--- src/core/watch_params.svh ---
`ifndef WATCH_PARAMS_SVH
`define WATCH_PARAMS_SVH
// coprocessor register numbers of the pair and configuration
`define WATCH_ADDR_REGNUM    5'h12
`define WATCH_QUAL_REGNUM    5'h13
`define CONFIG_ONE_REGNUM    5'h10
`define CONFIG_ONE_SEL       3'h1
// match address layout
`define WLO_FETCH_BIT        2
`define WLO_LOAD_BIT         1
`define WLO_STORE_BIT        0
`define WLO_ADDR_LSB         3
// qualifier layout
`define WHI_CHAIN_BIT        31
`define WHI_GLOBAL_BIT       30
`define WHI_ADDRESS_SPACE_ID_MSB         23
`define WHI_ADDRESS_SPACE_ID_LSB         16
`define WHI_MASK_MSB         11
`define WHI_MASK_LSB         3
// configuration one watch-present bit
`define CFG1_WATCH_BIT       3
// enable reset value
`define WLO_ENABLE_RESET     3'h0
`endif

--- src/core/watch_pkg.sv ---
package watch_pkg;
   // one reference issued by the pipeline
   typedef struct packed {
      logic        valid;
      logic        fetch;
      logic        load;
      logic        store;
      logic [63:0] match_virtual_address;
   } watch_ref_t;
   // coprocessor move request
   typedef struct packed {
      logic        write;
      logic        read;
      logic [4:0]  regNum;
      logic [2:0]  sel;
      logic [63:0] wdata;
   } cop_move_t;
   // per-pair status flags
   typedef struct packed {
      logic fetchHit;
      logic loadHit;
      logic storeHit;
   } watch_hit_t;
   typedef enum logic [1:0] {ST_IDLE, ST_DEFER, ST_RAISE} watch_state_t;
endpackage

--- src/core/watch_pair.sv ---
`include "watch_params.svh"
module watch_pair
   import watch_pkg::*;
#(
   parameter logic [2:0] SUPPORT  = 3'h7,
   parameter int         MASKBITS = 9
)
(
   // clock and reset
   input  wire logic        clk,
   input  wire logic        reset,
   input  wire logic        clkEn,
   // register access
   input  wire logic        addrWr,
   input  wire logic        qualWr,
   input  wire logic [63:0] wdata,
   output      logic [63:0] addrRd,
   output      logic [31:0] qualRdLo,
   // reference compare
   input  wire watch_ref_t  ref_i,
   input  wire logic [7:0]  curAsid,
   output      watch_hit_t  hit
);
   logic [63:3] addr_ff;
   logic [2:0]  en_ff;
   logic        global_ff;
   logic [7:0]  address_space_id_ff;
   logic [8:0]  mask_ff;
   logic [8:0]  maskKeep;
   watch_hit_t  stat_ff;
   logic [63:3] care;
   logic        addrEq;
   logic        asidOk;

   // mask width beyond the field is refused at elaboration
   if (MASKBITS < 0 || MASKBITS > 9)
   begin : g_bad_maskbits
      $error("watch_pair: MASKBITS must be 0..9");
   end

   // implemented mask bits only
   generate
      for (genvar i = 0; i < 9; i++)
      begin : g_mask
         assign maskKeep[i] = (i < MASKBITS);
      end
   endgenerate

   always_ff @(posedge clk)
   begin
      if (reset)
         en_ff <= `WLO_ENABLE_RESET;
      else if (clkEn && addrWr)
         en_ff <= wdata[2:0] & SUPPORT;
   end

   always_ff @(posedge clk)
   begin
      if (clkEn && addrWr)
         addr_ff <= wdata[63:`WLO_ADDR_LSB];
   end

   always_ff @(posedge clk)
   begin
      if (reset)
      begin
         global_ff <= 1'b0;
         address_space_id_ff   <= 8'h00;
         mask_ff   <= 9'h000;
      end
      else if (clkEn && qualWr)
      begin
         global_ff <= wdata[`WHI_GLOBAL_BIT];
         address_space_id_ff   <= wdata[`WHI_ADDRESS_SPACE_ID_MSB:`WHI_ADDRESS_SPACE_ID_LSB];
         mask_ff   <= wdata[`WHI_MASK_MSB:`WHI_MASK_LSB] & maskKeep;
      end
   end

   // address compare on doublewords, masked bits ignored
   assign care   = {52'hFFFFFFFFFFFFF, ~mask_ff};
   assign addrEq = ((ref_i.match_virtual_address[63:3] ^ addr_ff) & care) == '0;
   assign asidOk = global_ff || (address_space_id_ff == curAsid);
   assign hit.fetchHit = ref_i.valid && ref_i.fetch && en_ff[2]
                         && addrEq && asidOk;
   assign hit.loadHit  = ref_i.valid && ref_i.load && en_ff[1]
                         && addrEq && asidOk;
   assign hit.storeHit = ref_i.valid && ref_i.store && en_ff[0]
                         && addrEq && asidOk;

   // sticky flags, set wins over clear
   always_ff @(posedge clk)
   begin
      if (reset)
         stat_ff <= '0;
      else if (clkEn)
      begin
         stat_ff.fetchHit <= hit.fetchHit || (stat_ff.fetchHit &&
            !(qualWr && wdata[`WLO_FETCH_BIT]));
         stat_ff.loadHit  <= hit.loadHit || (stat_ff.loadHit &&
            !(qualWr && wdata[`WLO_LOAD_BIT]));
         stat_ff.storeHit <= hit.storeHit || (stat_ff.storeHit &&
            !(qualWr && wdata[`WLO_STORE_BIT]));
      end
   end

   assign addrRd   = {addr_ff, en_ff};
   assign qualRdLo = {1'b0, global_ff, 6'h00, address_space_id_ff, 4'h0, mask_ff,
                      stat_ff.fetchHit, stat_ff.loadHit, stat_ff.storeHit};
endmodule // watch_pair

--- src/core/watchpoint_match_unit.sv ---
`include "watch_params.svh"
// Function
// - exception only when both level flags clear
// - otherwise set pending flag and defer
// - zero to eight pairs, addressed by select
// - pair may serve one reference class
// - chain bit set when next pair exists
// - unsupported enables ignore writes, read zero
// - doubleword address above three enable bits
// - fetch enable bit 2, issued fetches only; a fetch is not compared while dataRef is valid
// - load enable bit 1, includes relative loads
// - store enable bit 0 arms store matches
// - maintenance ops trigger only via load flag
// - global bit ignores address space id
// - otherwise stored id must equal current
// - mask field qualifies compared address bits
// - match sets pair's fetch/load/store flag
// - flags sticky, write one clears
// - writing read value clears exactly set flags
// - mask one excludes bit; unimplemented reads zero
// - chain 31, global 30, id 23:16
module watchpoint_match_unit
   import watch_pkg::*;
#(
   parameter int         NPAIRS   = 2,
   parameter logic [7:0] SUPPORTS = 8'hFF,
   parameter int         MASKBITS = 9
)
(
   // clock and control
   input  wire logic        clk,
   input  wire logic        reset,
   input  wire logic        clkEn,
   // coprocessor moves
   input  wire cop_move_t   move,
   output      logic [63:0] readData,
   output      logic        configWatch,
   // pipeline references
   input  wire watch_ref_t  fetchRef,
   input  wire watch_ref_t  dataRef,
   input  wire logic [7:0]  curAsid,
   // processor status
   input  wire logic        exceptionLevelFlag,
   input  wire logic        errorLevelFlag,
   input  wire logic        pendingClear,
   // exception logic
   output      logic        watchException,
   output      logic        pendingWatch
);
   localparam int NP = (NPAIRS > 0) ? NPAIRS : 1;

   watch_hit_t      fetchHit [NP];
   logic [63:0]     addrRd   [NP];
   logic [31:0]     qualRd   [NP];
   logic [63:0]     nxt_readData;
   logic            anyHit;
   logic            levelsClear;
   logic [63:0]     readData_ff;
   logic            watchException_ff;
   logic            pendingWatch_ff;
   logic            configWatch_ff;
   watch_state_t    state_ff;
   watch_state_t    nxt_state;

   // pair count beyond the select field is refused at elaboration
   if (NPAIRS < 0 || NPAIRS > 8)
   begin : g_bad_npairs
      $error("watchpoint_match_unit: NPAIRS must be 0..8");
   end

   // one pair per select value; fetch and data share stored state
   generate
      for (genvar p = 0; p < NP; p++)
      begin : g_pair
         logic aWr;
         logic qWr;
         watch_ref_t comb;
         watch_hit_t h;
         logic [31:0] q;
         assign aWr = (NPAIRS > 0) && move.write && move.sel == 3'(p)
                      && move.regNum == `WATCH_ADDR_REGNUM;
         assign qWr = (NPAIRS > 0) && move.write && move.sel == 3'(p)
                      && move.regNum == `WATCH_QUAL_REGNUM;
         // fetch and data ports merged into one compare slot
         always_comb
         begin
            comb       = dataRef;
            comb.fetch = 1'b0;
            if (!dataRef.valid)
            begin
               comb = fetchRef;
               comb.load  = 1'b0;
               comb.store = 1'b0;
            end
         end
         watch_pair #(
            .SUPPORT  (SUPPORTS[(p % 4) * 2 +: 2] == 2'h1 ? 3'h4 :
                       SUPPORTS[(p % 4) * 2 +: 2] == 2'h2 ? 3'h3 : 3'h7),
            .MASKBITS (MASKBITS)
         ) u_pair (
            .clk      (clk),
            .reset    (reset),
            .clkEn    (clkEn),
            .addrWr   (aWr),
            .qualWr   (qWr),
            .wdata    (move.wdata),
            .addrRd   (addrRd[p]),
            .qualRdLo (q),
            .ref_i    (comb),
            .curAsid  (curAsid),
            .hit      (h)
         );
         assign fetchHit[p] = h;
         assign qualRd[p]   = {(p < NPAIRS - 1), q[30:0]};
      end
   endgenerate

   always_comb
   begin
      anyHit = 1'b0;
      for (int p = 0; p < NP; p++)
         anyHit = anyHit | (|fetchHit[p]);
      if (NPAIRS == 0)
         anyHit = 1'b0;
   end

   assign levelsClear = !exceptionLevelFlag && !errorLevelFlag;

   // read mux
   always_comb
   begin
      nxt_readData = 64'h0000000000000000;
      if (move.read && NPAIRS > 0)
      begin
         for (int p = 0; p < NP; p++)
         begin
            if (move.sel == 3'(p) && move.regNum == `WATCH_ADDR_REGNUM)
               nxt_readData = addrRd[p];
            if (move.sel == 3'(p) && move.regNum == `WATCH_QUAL_REGNUM)
               nxt_readData = {32'h00000000, qualRd[p]};
         end
      end
      if (move.read && move.regNum == `CONFIG_ONE_REGNUM
          && move.sel == `CONFIG_ONE_SEL)
         nxt_readData[`CFG1_WATCH_BIT] = (NPAIRS > 0);
   end

   always_ff @(posedge clk)
   begin
      if (reset)
         readData_ff <= 64'h0000000000000000;
      else if (clkEn)
         readData_ff <= nxt_readData;
   end

   always_ff @(posedge clk)
   begin
      if (reset)
         configWatch_ff <= 1'b0;
      else
         configWatch_ff <= (NPAIRS > 0);
   end

   // exception sequencing
   always_comb
   begin
      nxt_state = state_ff;
      unique case (state_ff)
         ST_IDLE:
            if (anyHit)
               nxt_state = levelsClear ? ST_RAISE : ST_DEFER;
         ST_DEFER:
            if (levelsClear)
               nxt_state = ST_RAISE;
         ST_RAISE:
            nxt_state = anyHit ? (levelsClear ? ST_RAISE : ST_DEFER)
                               : ST_IDLE;
      endcase
   end

   always_ff @(posedge clk)
   begin
      if (reset)
         state_ff <= ST_IDLE;
      else if (clkEn)
         state_ff <= nxt_state;
   end

   always_ff @(posedge clk)
   begin
      if (reset)
         watchException_ff <= 1'b0;
      else if (clkEn)
         watchException_ff <= (nxt_state == ST_RAISE);
   end

   // pending flag, set wins over clear
   always_ff @(posedge clk)
   begin
      if (reset)
         pendingWatch_ff <= 1'b0;
      else if (clkEn)
         pendingWatch_ff <= (anyHit && !levelsClear) ||
            (pendingWatch_ff && !pendingClear && !levelsClear);
   end

   assign readData       = readData_ff;
   assign configWatch    = configWatch_ff;
   assign watchException = watchException_ff;
   assign pendingWatch   = pendingWatch_ff;
endmodule // watchpoint_match_unit

--- config.mk ---
export PLATFORM = sky130hd
export DESIGN_NAME = watchpoint_match_unit
export DESIGN_NICKNAME = d
export VERILOG_FILES = /design/src/core/watch_pkg.sv /design/src/core/watch_pair.sv /design/src/core/watchpoint_match_unit.sv
export VERILOG_INCLUDE_DIRS = /design/src /design/src/core
export SDC_FILE = /design/constraint.sdc
export NUM_CORES = 1
export LEC_CHECK = 0
export BUFFER_PORTS_ARGS = -buffer_cell sky130_fd_sc_hd__buf_2
export CELL_PAD_IN_SITES_DETAIL_PLACEMENT = 1
export CELL_PAD_IN_SITES_GLOBAL_PLACEMENT = 1
export CORE_MARGIN = 5
export CORE_UTILIZATION = 41
export CTS_CLUSTER_DIAMETER = 200
export DETAILED_ROUTE_END_ITERATION = 10
export GPL_ROUTABILITY_DRIVEN = 0
export HOLD_SLACK_MARGIN = 0.02
export PLACE_DENSITY_LB_ADDON = 0.25
export SYNTH_ARGS = -nofsm -noshare
export SYNTH_HDL_FRONTEND = slang
export SYNTH_SLANG_ARGS = --single-unit
--- constraint.sdc ---
create_clock -name clk -period 7.82 [get_ports clk]
set_input_delay 0.391 -clock clk [delete_from_list [all_inputs] [get_ports clk]]
set_output_delay 0.391 -clock clk [all_outputs]
set_load 0.005 [all_outputs]
---- Word-level counts from Yosys, hierarchy flattened ----
Index checks and enable logic that the tools add are counted.
word-level totals
  flip-flop bits (word level) ............. 239
  word-level logic and storage cells ...... 128
  output and inout bits ................... 67
operators by class
  reductions and logical operators ........ 78
  equal/unequal tests ..................... 9
  mux-type cells .......................... 13
  bitwise logic cells ..................... 7
operators with widths
  kind                                            number
  2-to-1 mux 64 bit                               5
  AND 61 bit                                      2
  logical NOT 61 bit                              2
  XOR 61 bit                                      2
  2-to-1 mux 68 bit                               1
  logical AND 1 bit                               53
  inverter 9 bit                                  2
  == test 8 bit                                   2
  == test 5 bit (second input constant)           3
  logical NOT 1 bit                               10
  logical OR 1 bit                                9
  2-to-1 mux 2 bit                                4
  case mux 2 bit (3 select lines)                 1
  OR reduction 3 bit                              2
  == test 2 bit (second input constant)           2
  == test 3 x 1 -> 1 bit (second input constant)  1
  logical NOT 3 bit                               1
  == test 2 x 1 -> 1 bit (second input constant)  1
  logical NOT 2 bit                               1
  2-to-1 mux 1 bit                                2
  OR 1 bit                                        1

---- Depth between registers and ports, before layout ----
  word-level depth ........................ 11
  depth in mapped cells ................... 13
  gate-level depth less buffers ........... 9

---- Hierarchy ----
Synthesis repeated with hierarchy kept, for this count alone.
unflattened totals
  cell total of the unflattened synthesis .. 1,058
  area, all modules ....................... 11,466.0 µm²
modules (own cells, without submodules)
  module                 cells an instance  area each (µm²)  instances
  watch_pair             287                3,588.4          2
  watchpoint_match_unit  484                4,289.1          1

---- Worst setup path before layout ----
No wires, ideal clock.
  kind .................................... input to register
  start ................................... in move[70] (netlist bit)
  end ..................................... reg g_pair[0].u_pair.en_ff[0]
  stages on the path ...................... 7
  data required time ...................... 7.692 ns
  arrival ................................. 6.144 ns
  setup slack ............................. 1.548 ns
  cell sequence ........................... nor2_1 nand3_1 or4_1 clkbuf_1 nor3_1 mux2i_1 nor2_1
between the ends
  word-level cells in the longest chain between the ends .. 3
RTL lines
  item                                line                         RTL
  start, declared                     watchpoint_match_unit.sv:35  input wire cop_move_t move,
  == test 5 bit (no source line)      n/a
  logical AND 1 bit (no source line)  n/a
  logical AND 1 bit                   watch_pair.sv:53             else if (clkEn && addrWr)
  end signal, assigned                watch_pair.sv:52             en_ff <= `WLO_ENABLE_RESET;
  end signal, assigned                watch_pair.sv:54             en_ff <= wdata[2:0] & SUPPORT;
  end, declared                       watch_pair.sv:25             logic [2:0] en_ff;
No other way between the ends.
A chain may end at the register's enable or synchronous reset.

---- Worst setup path after layout ----
  start ................................... in dataRef[67] (netlist bit)
  end ..................................... reg state_ff[0]
between the ends
  word-level cells in the longest chain between the ends .. 10
  elaborated cells on any way between the ends .. 34
RTL lines
  item                                                line                                                        RTL
  start, declared                                     watchpoint_match_unit.sv:40                                 input wire watch_ref_t dataRef,
  2-to-1 mux 68 bit (*)                               watchpoint_match_unit.sv:89                                 if (!dataRef.valid)
  XOR 61 bit                                          watch_pair.sv:81                                            assign addrEq = ((ref_i.match_virtual_address[63:3] ^ addr_ff) & care) == '0;
  AND 61 bit                                          watch_pair.sv:81
  logical NOT 61 bit                                  watch_pair.sv:81
  logical AND 1 bit (on tied branches) (2 in series)  watch_pair.sv:88, watch_pair.sv:84, watch_pair.sv:86
  OR reduction 3 bit                                  watchpoint_match_unit.sv:122                                anyHit = anyHit | (|fetchHit[p]);
  OR 1 bit (*)                                        watchpoint_match_unit.sv:122
  2-to-1 mux 2 bit (on tied branches)                 watchpoint_match_unit.sv:176, watchpoint_match_unit.sv:170
  case mux 2 bit (3 select lines) (*)                 watchpoint_match_unit.sv:168                                unique case (state_ff)
  end signal, assigned                                watchpoint_match_unit.sv:186                                state_ff <= nxt_state;
  end, declared                                       watchpoint_match_unit.sv:62                                 watch_state_t state_ff;
Mark *: on every way between the ends. The rest lies on a longest branch, timed or not.

==> results.sh <==
export IMPL_critPathArrivalTime_ns=4.34
export IMPL_pwr_share_comb=0.088
export IMPL_port_buffers=281
export IMPL_grt_pass1_vias=9743
export IMPL_start_util=0.413
export IMPL_synth_edf_count=122
export IMPL_drtAntennaViolNets=0
export IMPL_grt_use_total=0.237
export IMPL_syn_nets=1292
export IMPL_rows=61
export IMPL_critical_path_class="in2reg"
export IMPL_setup_tns_final_ns=0
export IMPL_cts_inserted_buffers=27
export IMPL_place_inst=1676
export IMPL_grt_pass1_wl_mm=57.0
export IMPL_post_dp_hpwl_mm=27.2
export IMPL_seqPwrFrac=0.480
export IMPL_start_kind="primary input"
export IMPL_fin_skew_ns=0.0168
export IMPL_hold_ws_ns=0.0448
export IMPL_dieArea_sq_um=31400
export IMPL_synth_cells=1066
export IMPL_min_path_type="in2reg"
export IMPL_clock_latency_ns=0.53
export IMPL_finalHoldViolCount=0
export IMPL_reg2reg_slack_ns=4.92
export IMPL_layout_common_cells="buf_2, edfxtp_1, dfxtp_1"
export IMPL_final_common_cell="buf_2"
export IMPL_firstDrtPassIters=4
export IMPL_cts_num_sinks=239
export IMPL_post_route_period_util=0.507
export IMPL_yosysWarnings=0
export IMPL_clk_pin_slew_worst_paths_ns=0.06
export IMPL_cts_setup_buffers=0
export IMPL_tightest_slew_ns=1.04
export IMPL_p_clk_frac=0.433
export IMPL_routedWlPerCell_um=22.3
export IMPL_slew_headroom=0.307
export IMPL_run_status="complete, no violations"
export IMPL_ir_drop_v=0.000114
export IMPL_root_buffer="clkbuf_16"
export IMPL_drc=0
export IMPL_final_net_count=1553
export IMPL_rsz0062_at_grt="no"
export IMPL_syn_to_final_growth_pct=22.2
export IMPL_p_int_mw=2.10
export IMPL_synth_flop_cell="edfxtp_1"
export IMPL_crit_path_end_kind="flip-flop"
export IMPL_utilization=0.505
export IMPL_min_period_ns=3.96
export IMPL_powerDensity_nw_per_um2=197
export IMPL_ys_ff_latch=239
export IMPL_num_vias=9144
export IMPL_setup_viol=0
export IMPL_die_w_um=177
export IMPL_synth_cell_types=48
export IMPL_antenna_found_initial=9
export IMPL_maxCapViolCount=0
export IMPL_cts_resized=0
export IMPL_vias_per_cell=5.29
export IMPL_syn_area_sq_um=11400
export IMPL_dieHeight_um=177
export IMPL_grt_overflow_total=0
export IMPL_sw_frac_of_total=0.237
export IMPL_fin_cells=1730
export IMPL_final_layout_size_suffix_gt1_frac=0.272
export IMPL_critPathSlowestCell="buf_4"
export IMPL_final_max_slew_viol_count=0
export IMPL_cp_max_fo=38
export IMPL_cts_path_max_buffers=3
export IMPL_wl_mm=38.5
export IMPL_drt_initial_drc_count=490
export IMPL_io_pins=291
export IMPL_synth_avg_cell_area_sq_um=10.7
export IMPL_ys_seq_area_frac=0.525
export IMPL_core_area_sq_um=27700
export IMPL_async_reset_ff_frac=0
export IMPL_worst_path_largest_cell_delay_ns=0.69
export IMPL_grt_max_degree=79
export IMPL_h_tree_depth=1
export IMPL_cts_hold_buf=0
export IMPL_p_switching_mw=0.652
export IMPL_max_clock_freq_mhz=252
export IMPL_path_cells="buf_4 > buf_4 > mux2i_1 > xor2_1 > nand4_1 > or4_1 > nor4bb_1 > a32oi_1 > mux2i_1 > a31oi_1 > a211oi_2"
export IMPL_cts_tree="built"
export IMPL_p_leak_nw=5.42
export IMPL_crit_required_ns=8.20
==> layer usage <==
layer	up-vias	wire length, um	track usage	part of all wire
li1	4314	-	-	-
met1	4501	15600	0.297	0.41
met2	257	19700	0.422	0.51
met3	60	2330	0.0436	0.061
met4	12	792	0.0574	0.021
met5	-	58	0	0.0015
==> area by class of cell <==
type | count | area, sq um
fill | 3105 | 13700
sequential | 239 | 6010
multi-input combinational | 759 | 5150
timing repair buffer | 294 | 1510
clock buffer | 36 | 719
tap | 378 | 473
clock inverter | 14 | 98.8
inverter | 6 | 22.5
antenna | 4 | 10.0
==> critical path, delay by kind of cell <==
kind	cells	cell delay [ns]
AO/OA/AOI/OAI	3	0.62
buffers and inverters	2	1.14
multiplexers	2	0.69
AND/OR/NAND/NOR	3	1.20
XOR/XNOR	1	0.24
==> kinds of logic after synthesis <==
logic type | share of synthesized area
simple gates | 0.134
compound gates | 0.118
fa+ha+maj | 0.00219
xor+xnor | 0.106
mux | 0.0867
flops | 0.525
buf+inv | 0.0290
==> flip-flops by register name (all words and copies together) (netlist names) <==
name and count:
readData 64, g_pair.u_pair.en_ff 6, g_pair.u_pair.addr_ff 122, g_pair.u_pair.mask_ff 18, g_pair.u_pair.address_space_id_ff 16, pendingWatch 1, g_pair.u_pair.qualRdLo 6, watchException 1
state_ff 2, g_pair.u_pair.global_ff 2, configWatch 1
==> worst paths after layout <==
check | from | end | depth (start not counted)
setup / recovery | dataRef[67] | state_ff[0] | 11
hold / removal | move[39] | g_pair[1].u_pair.addr_ff[39] | 1
setup reg to reg | g_pair[0].u_pair.addr_ff[17] | state_ff[0] | 8
hold reg to reg | g_pair[0].u_pair.mask_ff[8] | g_pair[0].u_pair.mask_ff[8] | 2
==> per-stage QoR <==
step           setup slack, ns  power (mW)  area [sq um]
6_report                  3.86        2.75         14000
5_1_grt                   3.65        2.84         14000
4_1_cts                   3.81        2.78         14000
3_5_place_dp              3.24        1.59         13200
3_3_place_gp              3.28        1.58         13200
2_1_floorplan             1.55        1.48         11400
==> synth_stat cells (all sizes together) (2+ instances only) <==
cell type,n,area share
inv,6,0.0020
o22ai,7,0.0038
or4,3,0.0023
nand4,7,0.0038
xnor2,94,0.072
o221ai,2,0.0021
nor2,97,0.032
a22o,42,0.032
clkbuf,52,0.017
nand3,11,0.0048
buf,10,0.0099
dfxtp,117,0.20
mux2i,88,0.087
nor3,2,0.00087
ha,2,0.0022
nand2,90,0.030
edfxtp,122,0.32
a22oi,21,0.014
nor4b,2,0.0015
xor2,44,0.034
nor2b,66,0.036
nor4,31,0.019
a21oi,112,0.049
o21ai,24,0.010
==> power by group through the flow <==
stage	clock network [mW]	registers (mW)	logic, mW
2_1_floorplan	0	1.35	0.130
3_3_place_gp	0	1.35	0.238
3_5_place_dp	0	1.35	0.242
4_1_cts	1.21	1.32	0.244
5_1_grt	1.27	1.32	0.260
6_report	1.19	1.32	0.241
(Power assumes the default switching activity.)
